==> config.mk <==
export PLATFORM = sky130hd
export DESIGN_NAME = cie_core
export DESIGN_NICKNAME = d
export VERILOG_FILES = /design/src/rtl/cie_pkg.sv /design/src/rtl/cie_core.sv /design/src/rtl/cie_alu.sv /design/src/rtl/cie_regs.sv
export SDC_FILE = /design/constraint.sdc
export NUM_CORES = 1
export LEC_CHECK = 0
export BUFFER_PORTS_ARGS = -buffer_cell sky130_fd_sc_hd__buf_2
export CAP_MARGIN = 20
export CORE_ASPECT_RATIO = 1.25
export CORE_MARGIN = 1.5
export CORE_UTILIZATION = 40
export CTS_CLUSTER_DIAMETER = 120
export DETAILED_ROUTE_END_ITERATION = 8
export PLACE_DENSITY = 0.55
export SLEW_MARGIN = 20
export SYNTH_ARGS = -nofsm -noshare
export SYNTH_HDL_FRONTEND = slang
export SYNTH_SLANG_ARGS = --single-unit
==> constraint.sdc <==
create_clock -name clk -period 12.7 [get_ports clk]
set_input_delay 2.54 -clock clk [delete_from_list [all_inputs] [get_ports clk]]
set_output_delay 2.54 -clock clk [all_outputs]
set_load 0.05 [all_outputs]
==> src/rtl/cie_pkg.sv <==
// Shared constants and types of the instruction executor.
// Assumes nothing beyond a SystemVerilog compiler; no timescale here.
package cie_pkg;
	// --------------------------------------------------------------
	// Status flag bit positions
	// --------------------------------------------------------------
	localparam int FLAG_C = 0;
	localparam int FLAG_Z = 1;
	localparam int FLAG_N = 2;
	localparam int FLAG_V = 3;
	localparam int FLAG_S = 4;
	localparam int FLAG_H = 5;
	localparam int FLAG_T = 6;
	localparam int FLAG_I = 7;

	// --------------------------------------------------------------
	// Reset values and pointer pairs
	// --------------------------------------------------------------
	localparam logic [15:0] PC_RESET   = 16'h0000;
	localparam logic [15:0] SP_RESET   = 16'h00DF;
	localparam logic [7:0]  STATUS_FLAG_REGISTER_RESET = 8'h00;
	localparam logic [7:0]  REG_RESET  = 8'h00;
	localparam logic [1:0]  PAIR_X     = 2'h1;
	localparam logic [1:0]  PAIR_Z     = 2'h3;

	// --------------------------------------------------------------
	// Sequencer states and ALU operations
	// --------------------------------------------------------------
	typedef enum logic [2:0] {
		ST_EXEC   = 3'b000,
		ST_WORD   = 3'b001,
		ST_SKIP   = 3'b010,
		ST_PAD    = 3'b011,
		ST_CALL   = 3'b100,
		ST_LOAD   = 3'b101,
		ST_IOTEST = 3'b110
	} cie_state_e;

	typedef enum logic [2:0] {
		ALU_ADD  = 3'b000,
		ALU_SUB  = 3'b001,
		ALU_AND  = 3'b010,
		ALU_OR   = 3'b011,
		ALU_XOR  = 3'b100,
		ALU_COM  = 3'b101,
		ALU_PASS = 3'b110
	} cie_alu_e;
endpackage: cie_pkg

==> src/rtl/cie_core.sv <==
// Instruction executor: fetches, decodes and runs one instruction stream.
// Assumes program memory answers prog_addr on prog_data in the same cycle,
// and data and I/O space answer a registered address in the next cycle.
`timescale 1ns/1ns
`default_nettype none

// Notes on behaviour
// - Add with carry: sum, five flags, one cycle
// - Word add immediate to pair, two cycles
// - Word subtract immediate from pair, two cycles
// - Register subtract with carry, five flags, one cycle
// - Constant subtract with carry, five flags, one cycle
// - AND/OR/XOR set only Z, N, V
// - Complement is FF minus value, sets carry
// - Set bits ORs immediate mask
// - Clear bits ANDs with FF minus mask
// - Test ANDs register with itself
// - Compare immediate updates flags, stores nothing
// - Skip next when two registers equal
// - Skip on register bit clear or set
// - Skip on I/O bit clear or set
// - Taken branch loads PC plus offset plus one
// - Signed branches test N xor V
// - Unsigned branches test carry
// - Interrupt branches test global enable
// - Indirect jump loads Z, two cycles
// - Indirect call loads Z, three cycles
// - Post-increment load through X
// - Pre-decrement load through X
module cie_core (
	input  wire logic        clk,
	input  wire logic        rst_b,
	input  wire logic [15:0] prog_data,
	input  wire logic [7:0]  dmem_rdata,
	input  wire logic [7:0]  io_rdata,
	input  wire logic        irq_enable,
	output logic      [15:0] prog_addr,
	output logic      [15:0] dmem_addr,
	output logic             dmem_re,
	output logic             dmem_we,
	output logic      [7:0]  dmem_wdata,
	output logic      [4:0]  io_addr,
	output logic             io_re,
	output logic      [7:0]  status_flags
);
	// --------------------------------------------------------------
	// Declarations
	// --------------------------------------------------------------
	logic               rst_meta;
	logic               rst_n;
	cie_pkg::cie_state_e state;
	cie_pkg::cie_alu_e  alu_op;
	logic [15:0]        held;
	logic [15:0]        ir;
	logic [15:0]        sp;
	logic [15:0]        ret_pc;
	logic [15:0]        pair_rd;
	logic [15:0]        wres;
	logic [15:0]        pair_wdata;
	logic [15:0]        br_target;
	logic [7:0]         rd_a;
	logic [7:0]         rd_b;
	logic [7:0]         alu_b;
	logic [7:0]         alu_res;
	logic [7:0]         rf_w_data;
	logic [7:0]         next_status_flag_register;
	logic [4:0]         ra_idx;
	logic [4:0]         rf_w_idx;
	logic [1:0]         pair_sel;
	logic               alu_h, alu_v, alu_n, alu_z, alu_c, alu_cin;
	logic               rf_we, pair_we, alu_wr, ex;
	logic               is_add, is_adc, is_sub, is_sbc, is_cp, is_cpc, is_compare_skip_equal;
	logic               is_and, is_eor, is_or, is_mov, is_cpi, is_carry_subtract_constant, is_subi;
	logic               is_ori, is_andi, is_imm, is_com, is_word_immediate_add, is_word_immediate_subtract, is_ldi;
	logic               is_ijmp, is_icall, is_ldx, is_sbrx, is_sbix, is_brx;
	logic               grp_sub, grp_logic, br_flag, br_taken, skip_now, io_hit;

	function automatic logic two_word(input logic [15:0] w);
		two_word = ((w & 16'hFC0F) == 16'h9000) || ((w & 16'hFE0C) == 16'h940C);
	endfunction: two_word

	// --------------------------------------------------------------
	// Reset release
	// --------------------------------------------------------------
	always_ff @(posedge clk or negedge rst_b) begin
		if (!rst_b) begin
			rst_meta <= 1'b0;
			rst_n    <= 1'b0;
		end else begin
			rst_meta <= 1'b1;
			rst_n    <= rst_meta;
		end
	end

	// --------------------------------------------------------------
	// Decode
	// --------------------------------------------------------------
	// Multi-cycle states work from the word held at issue
	assign ex       = (state == cie_pkg::ST_EXEC);
	assign ir       = ex ? prog_data : held;
	assign is_cpc   = ir[15:10] == 6'h01;
	assign is_sbc   = ir[15:10] == 6'h02;
	assign is_add   = ir[15:10] == 6'h03;
	assign is_compare_skip_equal  = ir[15:10] == 6'h04;
	assign is_cp    = ir[15:10] == 6'h05;
	assign is_sub   = ir[15:10] == 6'h06;
	assign is_adc   = ir[15:10] == 6'h07;
	assign is_and   = ir[15:10] == 6'h08;
	assign is_eor   = ir[15:10] == 6'h09;
	assign is_or    = ir[15:10] == 6'h0A;
	assign is_mov   = ir[15:10] == 6'h0B;
	assign is_cpi   = ir[15:12] == 4'h3;
	assign is_carry_subtract_constant  = ir[15:12] == 4'h4;
	assign is_subi  = ir[15:12] == 4'h5;
	assign is_ori   = ir[15:12] == 4'h6;
	assign is_andi  = ir[15:12] == 4'h7;
	// Load immediate passes the constant straight through, flags untouched
	assign is_ldi   = ir[15:12] == 4'hE;
	assign is_imm   = is_cpi | is_carry_subtract_constant | is_subi | is_ori | is_andi | is_ldi;
	assign is_com   = (ir & 16'hFE0F) == 16'h9400;
	assign is_word_immediate_add  = ir[15:8] == 8'h96;
	assign is_word_immediate_subtract  = ir[15:8] == 8'h97;
	assign is_ijmp  = ir == 16'h9409;
	assign is_icall = ir == 16'h9509;
	assign is_ldx   = ((ir & 16'hFE0C) == 16'h900C) && (ir[1:0] != 2'b11);
	assign is_sbrx  = (ir[15:10] == 6'h3F) && !ir[3];
	assign is_sbix  = (ir[15:10] == 6'h26) && ir[8];
	assign is_brx   = ir[15:11] == 5'h1E;
	assign grp_sub  = is_sub | is_sbc | is_cp | is_cpc | is_cpi | is_subi | is_carry_subtract_constant;
	// Set bits and clear bits arrive as OR and AND with an immediate
	assign grp_logic = is_and | is_or | is_eor | is_ori | is_andi;
	// Compares write flags only
	assign alu_wr   = ex & (is_add | is_adc | (grp_sub & ~(is_cp | is_cpc | is_cpi))
	                  | grp_logic | is_com | is_mov | is_ldi);

	// --------------------------------------------------------------
	// Operand selection
	// --------------------------------------------------------------
	always_comb begin
		ra_idx   = is_imm ? {1'b1, ir[7:4]} : ir[8:4];
		alu_b    = is_imm ? {ir[11:8], ir[3:0]} : rd_b;
		alu_cin  = 1'b0;
		alu_op   = cie_pkg::ALU_PASS;
		pair_sel = (is_word_immediate_add | is_word_immediate_subtract) ? ir[5:4] : (is_ldx ? cie_pkg::PAIR_X : cie_pkg::PAIR_Z);
		if (is_add || is_adc) begin
			alu_op  = cie_pkg::ALU_ADD;
			alu_cin = is_adc & status_flags[cie_pkg::FLAG_C];
		end else if (grp_sub) begin
			alu_op  = cie_pkg::ALU_SUB;
			alu_cin = (is_sbc | is_cpc | is_carry_subtract_constant) & status_flags[cie_pkg::FLAG_C];
		end else if (is_and || is_andi) begin
			alu_op  = cie_pkg::ALU_AND;
		end else if (is_or || is_ori) begin
			alu_op  = cie_pkg::ALU_OR;
		end else if (is_eor) begin
			alu_op  = cie_pkg::ALU_XOR;
		end else if (is_com) begin
			alu_op  = cie_pkg::ALU_COM;
		end
	end

	// Whole pair result, written in the second cycle
	assign wres = is_word_immediate_subtract ? pair_rd - {10'h000, ir[7:6], ir[3:0]}
	                      : pair_rd + {10'h000, ir[7:6], ir[3:0]};

	// --------------------------------------------------------------
	// Register file write
	// --------------------------------------------------------------
	always_comb begin
		rf_we      = 1'b0;
		rf_w_idx   = ra_idx;
		rf_w_data  = alu_res;
		pair_we    = 1'b0;
		pair_wdata = wres;
		case (state)
			cie_pkg::ST_EXEC: begin
				rf_we = alu_wr;
			end
			cie_pkg::ST_WORD: begin
				pair_we = 1'b1;
			end
			cie_pkg::ST_LOAD: begin
				rf_we      = 1'b1;
				rf_w_idx   = ir[8:4];
				rf_w_data  = dmem_rdata;
				pair_we    = ir[1:0] != 2'b00;
				// Address already holds X-1 for pre-decrement
				pair_wdata = ir[0] ? dmem_addr + 16'h0001 : dmem_addr;
			end
			default: begin
				rf_we = 1'b0;
			end
		endcase
	end

	// --------------------------------------------------------------
	// Status flags
	// --------------------------------------------------------------
	always_comb begin
		next_status_flag_register = status_flags;
		next_status_flag_register[cie_pkg::FLAG_I] = irq_enable;
		if (ex && (is_add || is_adc || grp_sub)) begin
			next_status_flag_register[cie_pkg::FLAG_Z] = alu_z;
			next_status_flag_register[cie_pkg::FLAG_C] = alu_c;
			next_status_flag_register[cie_pkg::FLAG_N] = alu_n;
			next_status_flag_register[cie_pkg::FLAG_V] = alu_v;
			next_status_flag_register[cie_pkg::FLAG_H] = alu_h;
		end else if (ex && (grp_logic || is_com)) begin
			next_status_flag_register[cie_pkg::FLAG_Z] = alu_z;
			next_status_flag_register[cie_pkg::FLAG_N] = alu_n;
			next_status_flag_register[cie_pkg::FLAG_V] = 1'b0;
			if (is_com) begin
				next_status_flag_register[cie_pkg::FLAG_C] = alu_c;
			end
		end else if (state == cie_pkg::ST_WORD) begin
			next_status_flag_register[cie_pkg::FLAG_Z] = (wres == 16'h0000);
			next_status_flag_register[cie_pkg::FLAG_N] = wres[15];
			next_status_flag_register[cie_pkg::FLAG_V] = is_word_immediate_subtract ? (pair_rd[15] & ~wres[15])
			                                     : (~pair_rd[15] & wres[15]);
			next_status_flag_register[cie_pkg::FLAG_C] = is_word_immediate_subtract ? (wres[15] & ~pair_rd[15])
			                                     : (~wres[15] & pair_rd[15]);
		end
		next_status_flag_register[cie_pkg::FLAG_S] = next_status_flag_register[cie_pkg::FLAG_N] ^ next_status_flag_register[cie_pkg::FLAG_V];
	end

	always_ff @(posedge clk or negedge rst_n) begin
		if (!rst_n) begin
			status_flags <= cie_pkg::STATUS_FLAG_REGISTER_RESET;
		end else begin
			status_flags <= next_status_flag_register;
		end
	end

	// --------------------------------------------------------------
	// Branch and skip conditions
	// --------------------------------------------------------------
	// S is formed live so signed branches never see a stale copy
	assign br_flag   = (ir[2:0] == 3'(cie_pkg::FLAG_S))
	                   ? (status_flags[cie_pkg::FLAG_N] ^ status_flags[cie_pkg::FLAG_V])
	                   : status_flags[ir[2:0]];
	assign br_taken  = is_brx && (br_flag != ir[10]);
	assign br_target = prog_addr + {{9{ir[9]}}, ir[9:3]} + 16'h0001;
	assign skip_now  = (is_compare_skip_equal && (rd_a == rd_b))
	                   || (is_sbrx && (rd_a[ir[2:0]] == ir[9]));
	assign io_hit    = io_rdata[ir[2:0]] == ir[9];

	// --------------------------------------------------------------
	// Sequencer and program counter
	// --------------------------------------------------------------
	always_ff @(posedge clk or negedge rst_n) begin
		if (!rst_n) begin
			state     <= cie_pkg::ST_EXEC;
			prog_addr <= cie_pkg::PC_RESET;
			held      <= 16'h0000;
			ret_pc    <= 16'h0000;
		end else begin
			case (state)
				cie_pkg::ST_EXEC: begin
					held   <= prog_data;
					ret_pc <= prog_addr + 16'h0001;
					if (br_taken) begin
						prog_addr <= br_target;
						state     <= cie_pkg::ST_PAD;
					end else if (is_ijmp) begin
						prog_addr <= pair_rd;
						state     <= cie_pkg::ST_PAD;
					end else if (is_icall) begin
						prog_addr <= pair_rd;
						state     <= cie_pkg::ST_CALL;
					end else begin
						prog_addr <= prog_addr + 16'h0001;
						if (skip_now) begin
							state <= cie_pkg::ST_SKIP;
						end else if (is_word_immediate_add || is_word_immediate_subtract) begin
							state <= cie_pkg::ST_WORD;
						end else if (is_ldx) begin
							state <= cie_pkg::ST_LOAD;
						end else if (is_sbix) begin
							state <= cie_pkg::ST_IOTEST;
						end
					end
				end
				cie_pkg::ST_SKIP, cie_pkg::ST_IOTEST: begin
					// prog_data now shows the word being stepped over
					if (state == cie_pkg::ST_SKIP || io_hit) begin
						if (two_word(prog_data)) begin
							prog_addr <= prog_addr + 16'h0002;
							state     <= cie_pkg::ST_PAD;
						end else begin
							prog_addr <= prog_addr + 16'h0001;
							state     <= cie_pkg::ST_EXEC;
						end
					end else begin
						state <= cie_pkg::ST_EXEC;
					end
				end
				cie_pkg::ST_CALL: begin
					state <= cie_pkg::ST_PAD;
				end
				default: begin
					state <= cie_pkg::ST_EXEC;
				end
			endcase
		end
	end

	// --------------------------------------------------------------
	// Data, stack and I/O access
	// --------------------------------------------------------------
	always_ff @(posedge clk or negedge rst_n) begin
		if (!rst_n) begin
			dmem_addr  <= 16'h0000;
			dmem_re    <= 1'b0;
			dmem_we    <= 1'b0;
			dmem_wdata <= 8'h00;
			io_addr    <= 5'h00;
			io_re      <= 1'b0;
			sp         <= cie_pkg::SP_RESET;
		end else begin
			dmem_re <= 1'b0;
			dmem_we <= 1'b0;
			io_re   <= 1'b0;
			if (ex && is_ldx) begin
				dmem_addr <= ir[1] ? pair_rd - 16'h0001 : pair_rd;
				dmem_re   <= 1'b1;
			end else if (ex && is_icall) begin
				// Return address goes out low byte first
				dmem_addr  <= sp;
				dmem_wdata <= ret_pc_lo(prog_addr);
				dmem_we    <= 1'b1;
				sp         <= sp - 16'h0001;
			end else if (state == cie_pkg::ST_CALL) begin
				dmem_addr  <= sp;
				dmem_wdata <= ret_pc[15:8];
				dmem_we    <= 1'b1;
				sp         <= sp - 16'h0001;
			end else if (ex && is_sbix) begin
				io_addr <= ir[7:3];
				io_re   <= 1'b1;
			end
		end
	end

	function automatic logic [7:0] ret_pc_lo(input logic [15:0] pc);
		logic [15:0] nxt;
		nxt = pc + 16'h0001;
		ret_pc_lo = nxt[7:0];
	endfunction: ret_pc_lo

	// --------------------------------------------------------------
	// Datapath instances
	// --------------------------------------------------------------
	cie_alu u_alu (
		.a      (rd_a),
		.b      (alu_b),
		.cin    (alu_cin),
		.op     (alu_op),
		.res    (alu_res),
		.flag_h (alu_h),
		.flag_v (alu_v),
		.flag_n (alu_n),
		.flag_z (alu_z),
		.flag_c (alu_c)
	);

	cie_regs u_regs (
		.clk        (clk),
		.rst_n      (rst_n),
		.ra_idx     (ra_idx),
		.rb_idx     ({ir[9], ir[3:0]}),
		.pair_sel   (pair_sel),
		.we         (rf_we),
		.w_idx      (rf_w_idx),
		.w_data     (rf_w_data),
		.pair_we    (pair_we),
		.pair_wdata (pair_wdata),
		.rd_a       (rd_a),
		.rd_b       (rd_b),
		.pair_rd    (pair_rd)
	);
endmodule: cie_core

`default_nettype wire

==> src/rtl/cie_alu.sv <==
// Eight-bit arithmetic and logic unit with flag outputs.
// Assumes operands are stable for the whole cycle; purely combinational.
`timescale 1ns/1ns
`default_nettype none

module cie_alu (
	input  wire logic [7:0]       a,
	input  wire logic [7:0]       b,
	input  wire logic             cin,
	input  wire cie_pkg::cie_alu_e op,
	output logic      [7:0]       res,
	output logic                  flag_h,
	output logic                  flag_v,
	output logic                  flag_n,
	output logic                  flag_z,
	output logic                  flag_c
);
	logic [8:0] sum;

	always_comb begin
		case (op)
			cie_pkg::ALU_ADD: sum = {1'b0, a} + {1'b0, b} + {8'h00, cin};
			cie_pkg::ALU_SUB: sum = {1'b0, a} - {1'b0, b} - {8'h00, cin};
			cie_pkg::ALU_AND: sum = {1'b0, a & b};
			cie_pkg::ALU_OR:  sum = {1'b0, a | b};
			cie_pkg::ALU_XOR: sum = {1'b0, a ^ b};
			cie_pkg::ALU_COM: sum = {1'b1, 8'hFF - a};
			default:          sum = {1'b0, b};
		endcase
		res    = sum[7:0];
		flag_c = sum[8];
		flag_n = sum[7];
		flag_z = (sum[7:0] == 8'h00);
		flag_h = 1'b0;
		flag_v = 1'b0;
		if (op == cie_pkg::ALU_ADD) begin
			flag_h = (a[3] & b[3]) | (b[3] & ~sum[3]) | (~sum[3] & a[3]);
			flag_v = (a[7] & b[7] & ~sum[7]) | (~a[7] & ~b[7] & sum[7]);
		end else if (op == cie_pkg::ALU_SUB) begin
			// Borrow out of bit 3
			flag_h = (~a[3] & b[3]) | (b[3] & sum[3]) | (sum[3] & ~a[3]);
			flag_v = (a[7] & ~b[7] & ~sum[7]) | (~a[7] & b[7] & sum[7]);
		end
	end
endmodule: cie_alu

`default_nettype wire

==> src/rtl/cie_regs.sv <==
// Thirty-two entry working register file with a 16-bit pair port.
// Assumes a synchronised active-low reset; reads are combinational.
`timescale 1ns/1ns
`default_nettype none

module cie_regs (
	input  wire logic        clk,
	input  wire logic        rst_n,
	input  wire logic [4:0]  ra_idx,
	input  wire logic [4:0]  rb_idx,
	input  wire logic [1:0]  pair_sel,
	input  wire logic        we,
	input  wire logic [4:0]  w_idx,
	input  wire logic [7:0]  w_data,
	input  wire logic        pair_we,
	input  wire logic [15:0] pair_wdata,
	output logic      [7:0]  rd_a,
	output logic      [7:0]  rd_b,
	output logic      [15:0] pair_rd
);
	logic [7:0] file [0:31];
	logic [4:0] p_lo;
	logic [4:0] p_hi;

	// Pairs live in the top eight entries, low byte at the even index
	assign p_lo    = {2'b11, pair_sel, 1'b0};
	assign p_hi    = {2'b11, pair_sel, 1'b1};
	assign rd_a    = file[ra_idx];
	assign rd_b    = file[rb_idx];
	assign pair_rd = {file[p_hi], file[p_lo]};

	// Byte write follows the pair write so it wins on overlap
	always_ff @(posedge clk or negedge rst_n) begin
		if (!rst_n) begin
			for (int i = 0; i < 32; i++) begin
				file[i] <= cie_pkg::REG_RESET;
			end
		end else begin
			if (pair_we) begin
				file[p_lo] <= pair_wdata[7:0];
				file[p_hi] <= pair_wdata[15:8];
			end
			if (we) begin
				file[w_idx] <= w_data;
			end
		end
	end
endmodule: cie_regs

`default_nettype wire

======== Word level (Yosys, flattened, before mapping) ========
Cells that the tools add are included.
operators by class
  add/sub/neg operators ................... 14
  reductions and logical operators ........ 38
  bitwise gates (word level) .............. 73
  equal/unequal tests ..................... 47
  $lt $le $gt $ge ......................... 9
  mux-type cells .......................... 93
operator list
  cell                                                                   number
  256-bit bitwise mux                                                    3
  256-bit 2-to-1 mux                                                     2
  16-bit 2-to-1 mux                                                      15
  8-bit binary-select mux with 5-bit select                              4
  8-bit demux with 5-bit select                                          3
  8-bit 2-to-1 mux                                                       15
  9-bit case mux with 6 select lines                                     1
  16-bit by 1-bit adder with 16-bit output (second input constant)       3
  3-bit 2-to-1 mux                                                       12
  16-bit == test (second input constant)                                 2
  1-bit bitwise OR                                                       32
  16-bit case mux with 2 select lines                                    1
  16-bit by 1-bit subtractor with 16-bit output (second input constant)  2
  6-bit >= comparator (second input constant)                            5
  5-bit inverter with 6-bit output                                       5
  6-bit by 3-bit == test with 1-bit output (second input constant)       4
  6-bit by 4-bit == test with 1-bit output (second input constant)       4
  1-bit 2-to-1 mux                                                       21
  1-bit bitwise AND                                                      20
  3-bit == test (second input constant)                                  6
  9-bit == test (second input constant)                                  2
  6-bit by 1-bit < comparator with 1-bit output (second input constant)  3
  16-bit adder                                                           1
  16-bit by 2-bit adder with 16-bit output (second input constant)       1
  48 further kinds                                                       107
storage, ports and cells
  flip-flop bits (word level) ............. 364
  output and inout port bits .............. 56
  logic and storage cells ................. 323

======== Longest topological paths before layout ========
Gate-level depths: netlist (run 1).
  depth in word-level cells ............... 23
  depth in mapped cells ................... 31

======== By module ========
A second synthesis (run 1) with hierarchy kept.
second synthesis, totals
  cell total of the unflattened synthesis .. 2183
  area total of the unflattened synthesis .. 25061.5 µm²
by module, submodules not included
  module    seq. area each (µm²)  area an instance (µm²)  cells an instance  times used
  cie_regs  6406.1                14799.2                 898                1
  cie_core  2511.2                8692.1                  1070               1
  cie_alu   0.0                   1570.3                  215                1

======== Least setup slack after synthesis (run 1) ========
Ideal clock, no wire load.
  kind .................................... in2reg
  start ................................... in prog_data[0]
  end ..................................... reg status_flags[4]
  cell stages on the path ................. 28
  setup time .............................. 96 ps
  arrival time ............................ 7915 ps
  data required time ...................... 12604 ps
  path slack .............................. 4689 ps
  buffers on the path ..................... 7
  cells stage by stage .................... nor4b_2 nor2_4 inv_4 buf_6 buf_4 buf_6 buf_4 buf_6 buf_2 ha_1 or4_4 a21o_1 buf_2 o221ai_1 inv_1 ha_1 a21o_1 nor3_1 nand3_1 a31oi_1 a21oi_1 a21oi_1 o21bai_1 xnor2_1 and2_1 or3_4 mux2_4 a311oi_2
between the ends
  word-level cells in the longest chain between the ends .. 18
  elaborated cells on any way between the ends .. 67
  those cells by class .................... 6 x add/sub; 7 x eq/ne; 27 x mux; 23 x bitwise; 4 x reduce/logical
ends and longest elaborated chain
  element                                                                                               RTL line         text
  start: declaration                                                                                    cie_core.sv:33   input wire logic [15:0] prog_data,
  16-bit 2-to-1 mux (*)                                                                                 -
  net ir[0]                                                                                             cie_core.sv:54   logic [15:0] ir;
  parallel branches: the longest is 15 deep, another holds 8-bit by 8-bit subtractor with 9-bit output  -
  4-bit 2-to-1 mux (*)                                                                                  cie_core.sv:202  if (ex && (is_add || is_adc || grp_sub)) begin
  1-bit XOR (*)                                                                                         cie_core.sv:223  next_status_flag_register[cie_pkg::FLAG_S] = next_status_flag_register[cie_pkg::FLAG_N] ^ next_status_flag_reg ...
  net next_status_flag_register[4]                                                                      cie_core.sv:66   logic [7:0] next_status_flag_register;
  end signal: assignment                                                                                cie_core.sv:228  status_flags <= cie_pkg::STATUS_FLAG_REGISTER_RESET;
  end signal: assignment                                                                                cie_core.sv:230  status_flags <= next_status_flag_register;
  end: declaration                                                                                      cie_core.sv:44   output logic [7:0] status_flags
Mark *: on every way through the listed nets, which the timed path passes. The select of a mux whose other input is x is not followed.
A chain may end at the register's enable or synchronous reset.

======== Worst setup path after layout (run 1) ========
  start ................................... in prog_data[0]
  end ..................................... reg u_regs.file[14] in the netlist's numbering
between the ends
  word-level cells in the longest chain between the ends .. 17
  elaborated cells on any way between the ends .. 67
  those cells by class .................... 6 x add/sub; 4 x order compare; 7 x eq/ne; 35 x mux; 10 x bitwise; 5 x reduce/logical
ends and longest elaborated chain
  element                                                                                                           RTL line                          text
  16-bit 2-to-1 mux (*)                                                                                             -
  2-bit inequality test                                                                                             cie_core.sv:125                   assign is_ldx = ((ir & 16'hFE0C) == 16'h900C) && (ir[1:0] != 2'b11);
  1-bit logical AND                                                                                                 cie_core.sv:125
  2-bit 2-to-1 mux (2 in series)                                                                                    cie_core.sv:144                   pair_sel = (is_word_immediate_add | is_word_immediate_subtract) ? ir[5:4] : (is_ldx ? cie_pkg::PAIR_X : cie_pk ...
  5-bit inverter with 6-bit output (implied by the code)                                                            cie_regs.sv:30, cie_regs.sv:40
  8-bit binary-select mux with 5-bit select                                                                         cie_regs.sv:30                    assign pair_rd = {file[p_hi], file[p_lo]};
  8-bit 2-to-1 mux (implied by the code) (2 in series)                                                              cie_regs.sv:30
  16-bit by 6-bit adder with 16-bit output / 16-bit by 6-bit subtractor with 16-bit output (equally long branches)  cie_core.sv:164, cie_core.sv:163
  16-bit 2-to-1 mux                                                                                                 cie_core.sv:163                   assign wres = is_word_immediate_subtract ? pair_rd - {10'h000, ir[7:6], ir[3:0]}
  16-bit 2-to-1 mux                                                                                                 cie_core.sv:175                   case (state)
  256-bit bitwise mux                                                                                               cie_regs.sv:40                    file[p_lo] <= pair_wdata[7:0];
  256-bit bitwise mux                                                                                               cie_regs.sv:41                    file[p_hi] <= pair_wdata[15:8];
  256-bit 2-to-1 mux                                                                                                cie_regs.sv:39                    if (pair_we) begin
  256-bit bitwise mux                                                                                               cie_regs.sv:44                    file[w_idx] <= w_data;
  256-bit 2-to-1 mux (*)                                                                                            cie_regs.sv:43                    if (we) begin
  end signal: indexed assignment                                                                                    cie_regs.sv:40
  end signal: indexed assignment                                                                                    cie_regs.sv:41
  end signal: indexed assignment                                                                                    cie_regs.sv:44
  end: declaration                                                                                                  cie_regs.sv:21                    logic [7:0] file [0:31];
Mark *: on every way between the ends. The rest lies on a longest branch, timed or not. The select of a mux whose other input is x is not followed.

==> flow_summary.ini, run 1 <==
[routing]
drt_iter0_markers = 2501
firstDrtPassIters = 8
wl_per_cell_um = 27.0
vias = 23600
wl_met3_um = 7590
drc = 0
wl_met1_um = 39300
via_per_inst = 6.21
ant_nets = 0
drt_wl_total_um = 103000
topRoutingLayerUsed = met5
wl_met2_um = 48400

[yosys]
synthCells = 2926
synth_top_area_share = 0.352
synth.area.top_cells = dfrtp_1 (35%), nand2_1 (6.9%), mux2i_1 (5.1%)
synth_ff_type = dfrtp_1
syn-cell-area_um2 = 24800
netlist-cell-type-count = 103
synth_seq_cells = 356
async_flop_share = 1.00
ys_warn_count = 0
ys_seq_area_frac = 0.359
synth.largest_area_cell = dfrtp_1
syn-mean-instance-area_um2 = 8.48
synth_most_common_cell = nand2_1
synth_top_cells_by_count = nand2_1 (456), dfrtp_1 (349), nor2_1 (258), a21oi_1 (247), o21ai_0 (188)
synth_edf_count = 0
synth_nets = 3037

[run_status]
outcome = finished clean

[grt]
first_global_vias = 22900
antenna_found_initial = 1
grt_util_all_layers = 0.322
grt_overflow = 0
grt_pass1_wl_um = 151000
grt_start_max_net_pins = 163

[placement]
place_congestion = 0.969
dp_hpwl_um = 71700
io_buffers = 89

[final_layout]
syn2layout_area_growth_pct = 11.3
drive_gt1_frac = 0.141
n_fill_cell = 6020
nNetsFinal = 3049

[clock_tree]
postCtsHoldBufs = 0
clk_pin_slew_ps = 60
cts.repair.resized = 0
cts_setup_buffers = 0
numCtsBuffers = 43
clk_path_buf_depth = 3
clock-sinks = 356
root_buffer = clkbuf_16
cts_tree = yes
cts_max_level = 2
insertion_delay_ps = 580

[timing]
fin_crit_sh = 0.736
slew_viol_final = 0
hold_viol_final = 0
tightest_slew_ps = 1090
max-slew-margin-rel = 0.258
fin_crit_ps = 9340
fin_skew_ps = 19.2
finalSetupViolCount = 0
rsz0062_at_grt = false
max_freq_mhz = 107
finalSetupTns_ps = 0

[die]
dieArea_um2 = 63600
die_w_um = 226
fp.dieH_um = 282
ios = 91
placementRows = 101
coreArea_um2 = 61000
start_util = 0.407

[flow_run]
drv_cap = 0

[worst_setup_path]
critical_path_class = in2reg
required_ps = 13110
cpMaxStageDelayCell = mux2i_4
crit_top_cell = buf_4
cpPeakStageDelay_ps = 820
endpoint_kind = flip-flop
critPathArrivalTime_ps = 9750
worstPathMaxFanout = 57
startpoint_type = input port

[min_path]
hold_class = reg2reg
[layout make-up]
type                       instances  area (um^2)  area share
multi-input combinational       2284        14800       0.536
sequential                       356         8920       0.323
clock buffer                      60         1220      0.0441
timing repair buffer             168         1080      0.0393
tap                              824         1030      0.0373
inverter                          85          322      0.0116
clock inverter                    16          241     0.00874
antenna                            3         7.51    0.000272
[path summary, 6_finish.rpt]
| kind | startpoint | end | slack (ps) | depth (start not counted) |
|---|---|---|---|---|
| max in group asynchronous | rst_n | prog_addr[13] | 10060 | 2 |
| worst max-delay path | prog_data[0] | u_regs.file[14] | 3360 | 25 |
| worst min register to register | rst_meta | rst_n | 350 | 0 |
| worst max register to register | state[2] | u_regs.file[14] | 4380 | 24 |
| worst min-delay path | rst_meta | rst_n | 350 | 0 |
| min in group asynchronous | rst_n | u_regs.file[164] | 360 | 0 |
[through the flow]
| step | util | instances | hold WS (ps) | setup slack [ps] | area (um^2) |
|---|---|---|---|---|---|
| 2_1_floorplan | - | 2926 | 331 | 2060 | 24800 |
| 3_3_place_gp | 0.428 | 3716 | 337 | 3050 | 26100 |
| 3_5_place_dp | 0.428 | 3716 | 338 | 2850 | 26100 |
| 4_1_cts | 0.452 | 3792 | 352 | 3470 | 27600 |
| 5_1_grt | 0.453 | 3793 | 353 | 3010 | 27600 |
| 6_report | 0.453 | 3796 | 349 | 3360 | 27600 |
[cells in the final DEF (no fill, tap or decap), drive strengths merged, types with 11 or more instances in the layout]
| cell type | netlist | routed |
|---|---|---|
| buf | 90 | 167 |
| and2 | 26 | 26 |
| nor4 | 18 | 18 |
| xor2 | 43 | 43 |
| nand2 | 456 | 456 |
| nand3 | 107 | 107 |
| ha | 70 | 70 |
| a31oi | 39 | 39 |
| o211ai | 12 | 12 |
| xnor2 | 68 | 68 |
| and3 | 59 | 59 |
| a22oi | 17 | 17 |
| nand2b | 22 | 22 |
| a211oi | 55 | 55 |
| mux2 | 74 | 74 |
| mux2i | 129 | 129 |
| o21ai | 201 | 201 |
| o22ai | 27 | 27 |
| clkbuf | 111 | 61 |
| nor3 | 42 | 42 |
| nand4 | 23 | 23 |
| inv | 84 | 85 |
| nor2 | 261 | 261 |
| nor2b | 31 | 31 |
| mux4 | 28 | 28 |
| a21oi | 249 | 249 |
| dfrtp | 349 | 349 |
| a32oi | 11 | 11 |
| a21o | 14 | 14 |
| o221ai | 50 | 50 |
[layer usage]
layer,vias to the layer above,GRT usage
met5,-,0
met4,2,0.208
met3,299,0.0563
met2,1141,0.532
met1,11600,0.384
li1,10500,-
[registers in the layout, indices dropped and copies added (netlist names)]
register / count
dmem_addr: 16
dmem_re: 1
dmem_wdata: 8
dmem_we: 1
held: 16
io_addr: 5
io_re: 1
prog_addr: 16
ret_pc: 8
rst_meta: 1
rst_n: 1
sp: 16
state: 3
status_flags: 7
u_regs.file: 256
[critical path: cells and delay by family]
kind	cells	cell delay [ps]
AND/OR/NAND/NOR	7	1460
adder cells (fa/ha/maj)	2	760
XOR/XNOR	1	150
AO/OA/AOI/OAI	8	1420
buffers and inverters	5	1980
multiplexers	2	1370
[kinds of logic (layout without fill, tap and decap cells)]
| family | after synthesis | count (layout) | share of synthesized area |
|---|---|---|---|
| flip-flops | 356 | 356 | 0.359 |
| buffers and inverters | 286 | 329 | 0.0504 |
| multiplexers | 231 | 231 | 0.112 |
| AND/OR/NAND/NOR | 1090 | 1090 | 0.201 |
| adder cells (fa/ha/maj) | 76 | 76 | 0.0401 |
| AO/OA/AOI/OAI | 774 | 774 | 0.197 |
| XOR/XNOR | 111 | 111 | 0.0392 |
| other | 2 | 5 | 0.000303 |
Power of run 1 is not shown: default switching activity piles up to over one toggle a cycle in this logic, so the estimate is an artifact.
==> run 2, diff against run 1 <==
==> constraint.sdc (replaced) <==
create_clock -name clk -period 8.6 [get_ports clk]
set_input_delay 1.72 -clock clk [delete_from_list [all_inputs] [get_ports clk]]
set_output_delay 1.72 -clock clk [all_outputs]
set_load 0.05 [all_outputs]
==> flow_summary.ini, run 2 (synthesized netlist as in run 1, its figures left out) <==
[run_status]
outcome = finished clean

[timing]
finalSetupViolCount = 0
max_freq_mhz = 137
hold_viol_final = 0
fin_skew_ps = 37.0
tightest_slew_ps = 1080
fin_crit_sh = 0.848
rsz0062_at_grt = false
fin_crit_ps = 7290
max-slew-margin-rel = 0.257
slew_viol_final = 0
finalSetupTns_ps = 0

[final_layout]
seq_area_um2 = 8920
nNetsFinal = 3077
num_antenna_cells = 0
regMostFlops = u_regs.file
multi_input_area_um2 = 14800
largest_reg_flops = 256
post-route-util = 0.458
final_cell_mix = nand2_1 (456), dfrtp_1 (348), nor2_1 (252)
syn2layout_area_growth_pct = 12.7
n_fill_cell = 5973
drive_gt1_frac = 0.150
final_common_cell = nand2_1

[worst_setup_path]
required_ps = 9090
critPathArrivalTime_ps = 7780
critical_path_class = reg2reg
startpoint_type = flip-flop
worstPathMaxFanout = 42
endpoint_kind = flip-flop

[die]
die_w_um = 226
coreArea_um2 = 61000
start_util = 0.407
placementRows = 101
ios = 91
fp.dieH_um = 282
dieArea_um2 = 63600

[flow_run]
drv_cap = 0

[clock_tree]
cts_max_level = 2
insertion_delay_ps = 620
clock-sinks = 356
cts.repair.resized = 0
cts_tree = yes
cts_setup_buffers = 0
postCtsHoldBufs = 0
numCtsBuffers = 43
root_buffer = clkbuf_16
clk_path_buf_depth = 3
clk_pin_slew_ps = 60

[routing]
vias = 23700
wl_per_cell_um = 26.5
drt_wl_total_um = 101000
via_per_inst = 6.19
firstDrtPassIters = 8
drt_iter0_markers = 2440
drc = 0
ant_nets = 0

[placement]
dp_hpwl_um = 72000
place_congestion = 0.966
io_buffers = 89

[grt]
grt_pass1_wl_um = 150000
first_global_vias = 22800
grt_overflow = 0
antenna_found_initial = 0
grt_util_all_layers = 0.317
grt_start_max_net_pins = 158

[min_path]
hold_class = reg2reg
[run 2: cell types whose count changed in the layout (fill, tap and decap cells not counted), moves of 2 or more]
| cell | before | now |
|---|---|---|
| bufinv_16 | 6 | 8 |
| clkinv_4 | 2 | 0 |
| clkbuf_8 | 8 | 11 |
| clkbuf_1 | 9 | 6 |
| nor2b_2 | 2 | 0 |
| clkinvlp_4 | 0 | 3 |
| diode_2 | 3 | 0 |
| nor2b_1 | 29 | 31 |
| buf_4 | 75 | 102 |
| clkinv_2 | 7 | 5 |
| buf_12 | 2 | 5 |
[run 2: worst max-delay path, stage by stage (launching register included)]
cell and delay, ps:
dfrtp_1 370, or3_2 530, buf_4 350, mux2i_1 530, inv_2 310, or4_4 630
a21o_1 430, o221ai_1 910, inv_1 200, ha_1 410, o21ai_0 180, inv_1 90
a31oi_1 60, a21oi_1 270, a21oi_1 110, o21bai_1 350, xor2_1 570, a32o_1 340
nor2_1 60, mux2_4 270, a311oi_2 180
[run 2: final cells by class]
cell class,count,share of cell area
Sequential cell,356,0.319
Clock inverter,19,0.0123
Multi-Input combinational cell,2284,0.529
Clock buffer,60,0.0447
Tap cell,824,0.0368
Timing Repair Buffer,196,0.0469
Inverter,85,0.0115
[run 2: worst paths after layout]
path / cells past startpoint / to / slack, ps / startpoint
max in group asynchronous: 1 / held[13] / 6610 / rst_n
setup / recovery: 20 / status_flags[4] / 1310 / state[2]
setup reg to reg: 20 / status_flags[4] / 1310 / state[2]
hold / removal: 0 / rst_n / 350 / rst_meta
min in group asynchronous: 0 / u_regs.file[131] / 450 / rst_n
hold reg to reg: 0 / rst_n / 350 / rst_meta
[run 2: layer usage]
layer  track usage  vias up  wire, um
met5             0        -         0
met4         0.204        0      7270
met3        0.0512      299      7070
met2         0.533     1146     48200
met1         0.376    11700     38700
li1              -    10600         -
[run 2: metrics by stage]
stage | area [um^2] | std cells | worst slack, ps | hold slack, ps
after floorplan | 24800 | 2926 | 1410 | 331
after global placement | 26400 | 3745 | 695 | 336
after detailed placement | 26400 | 3745 | 721 | 337
after CTS | 28000 | 3824 | 1340 | 351
after global routing | 28000 | 3824 | 1050 | 351
final | 28000 | 3824 | 1310 | 349
Power of run 2 is left out for the same reason.
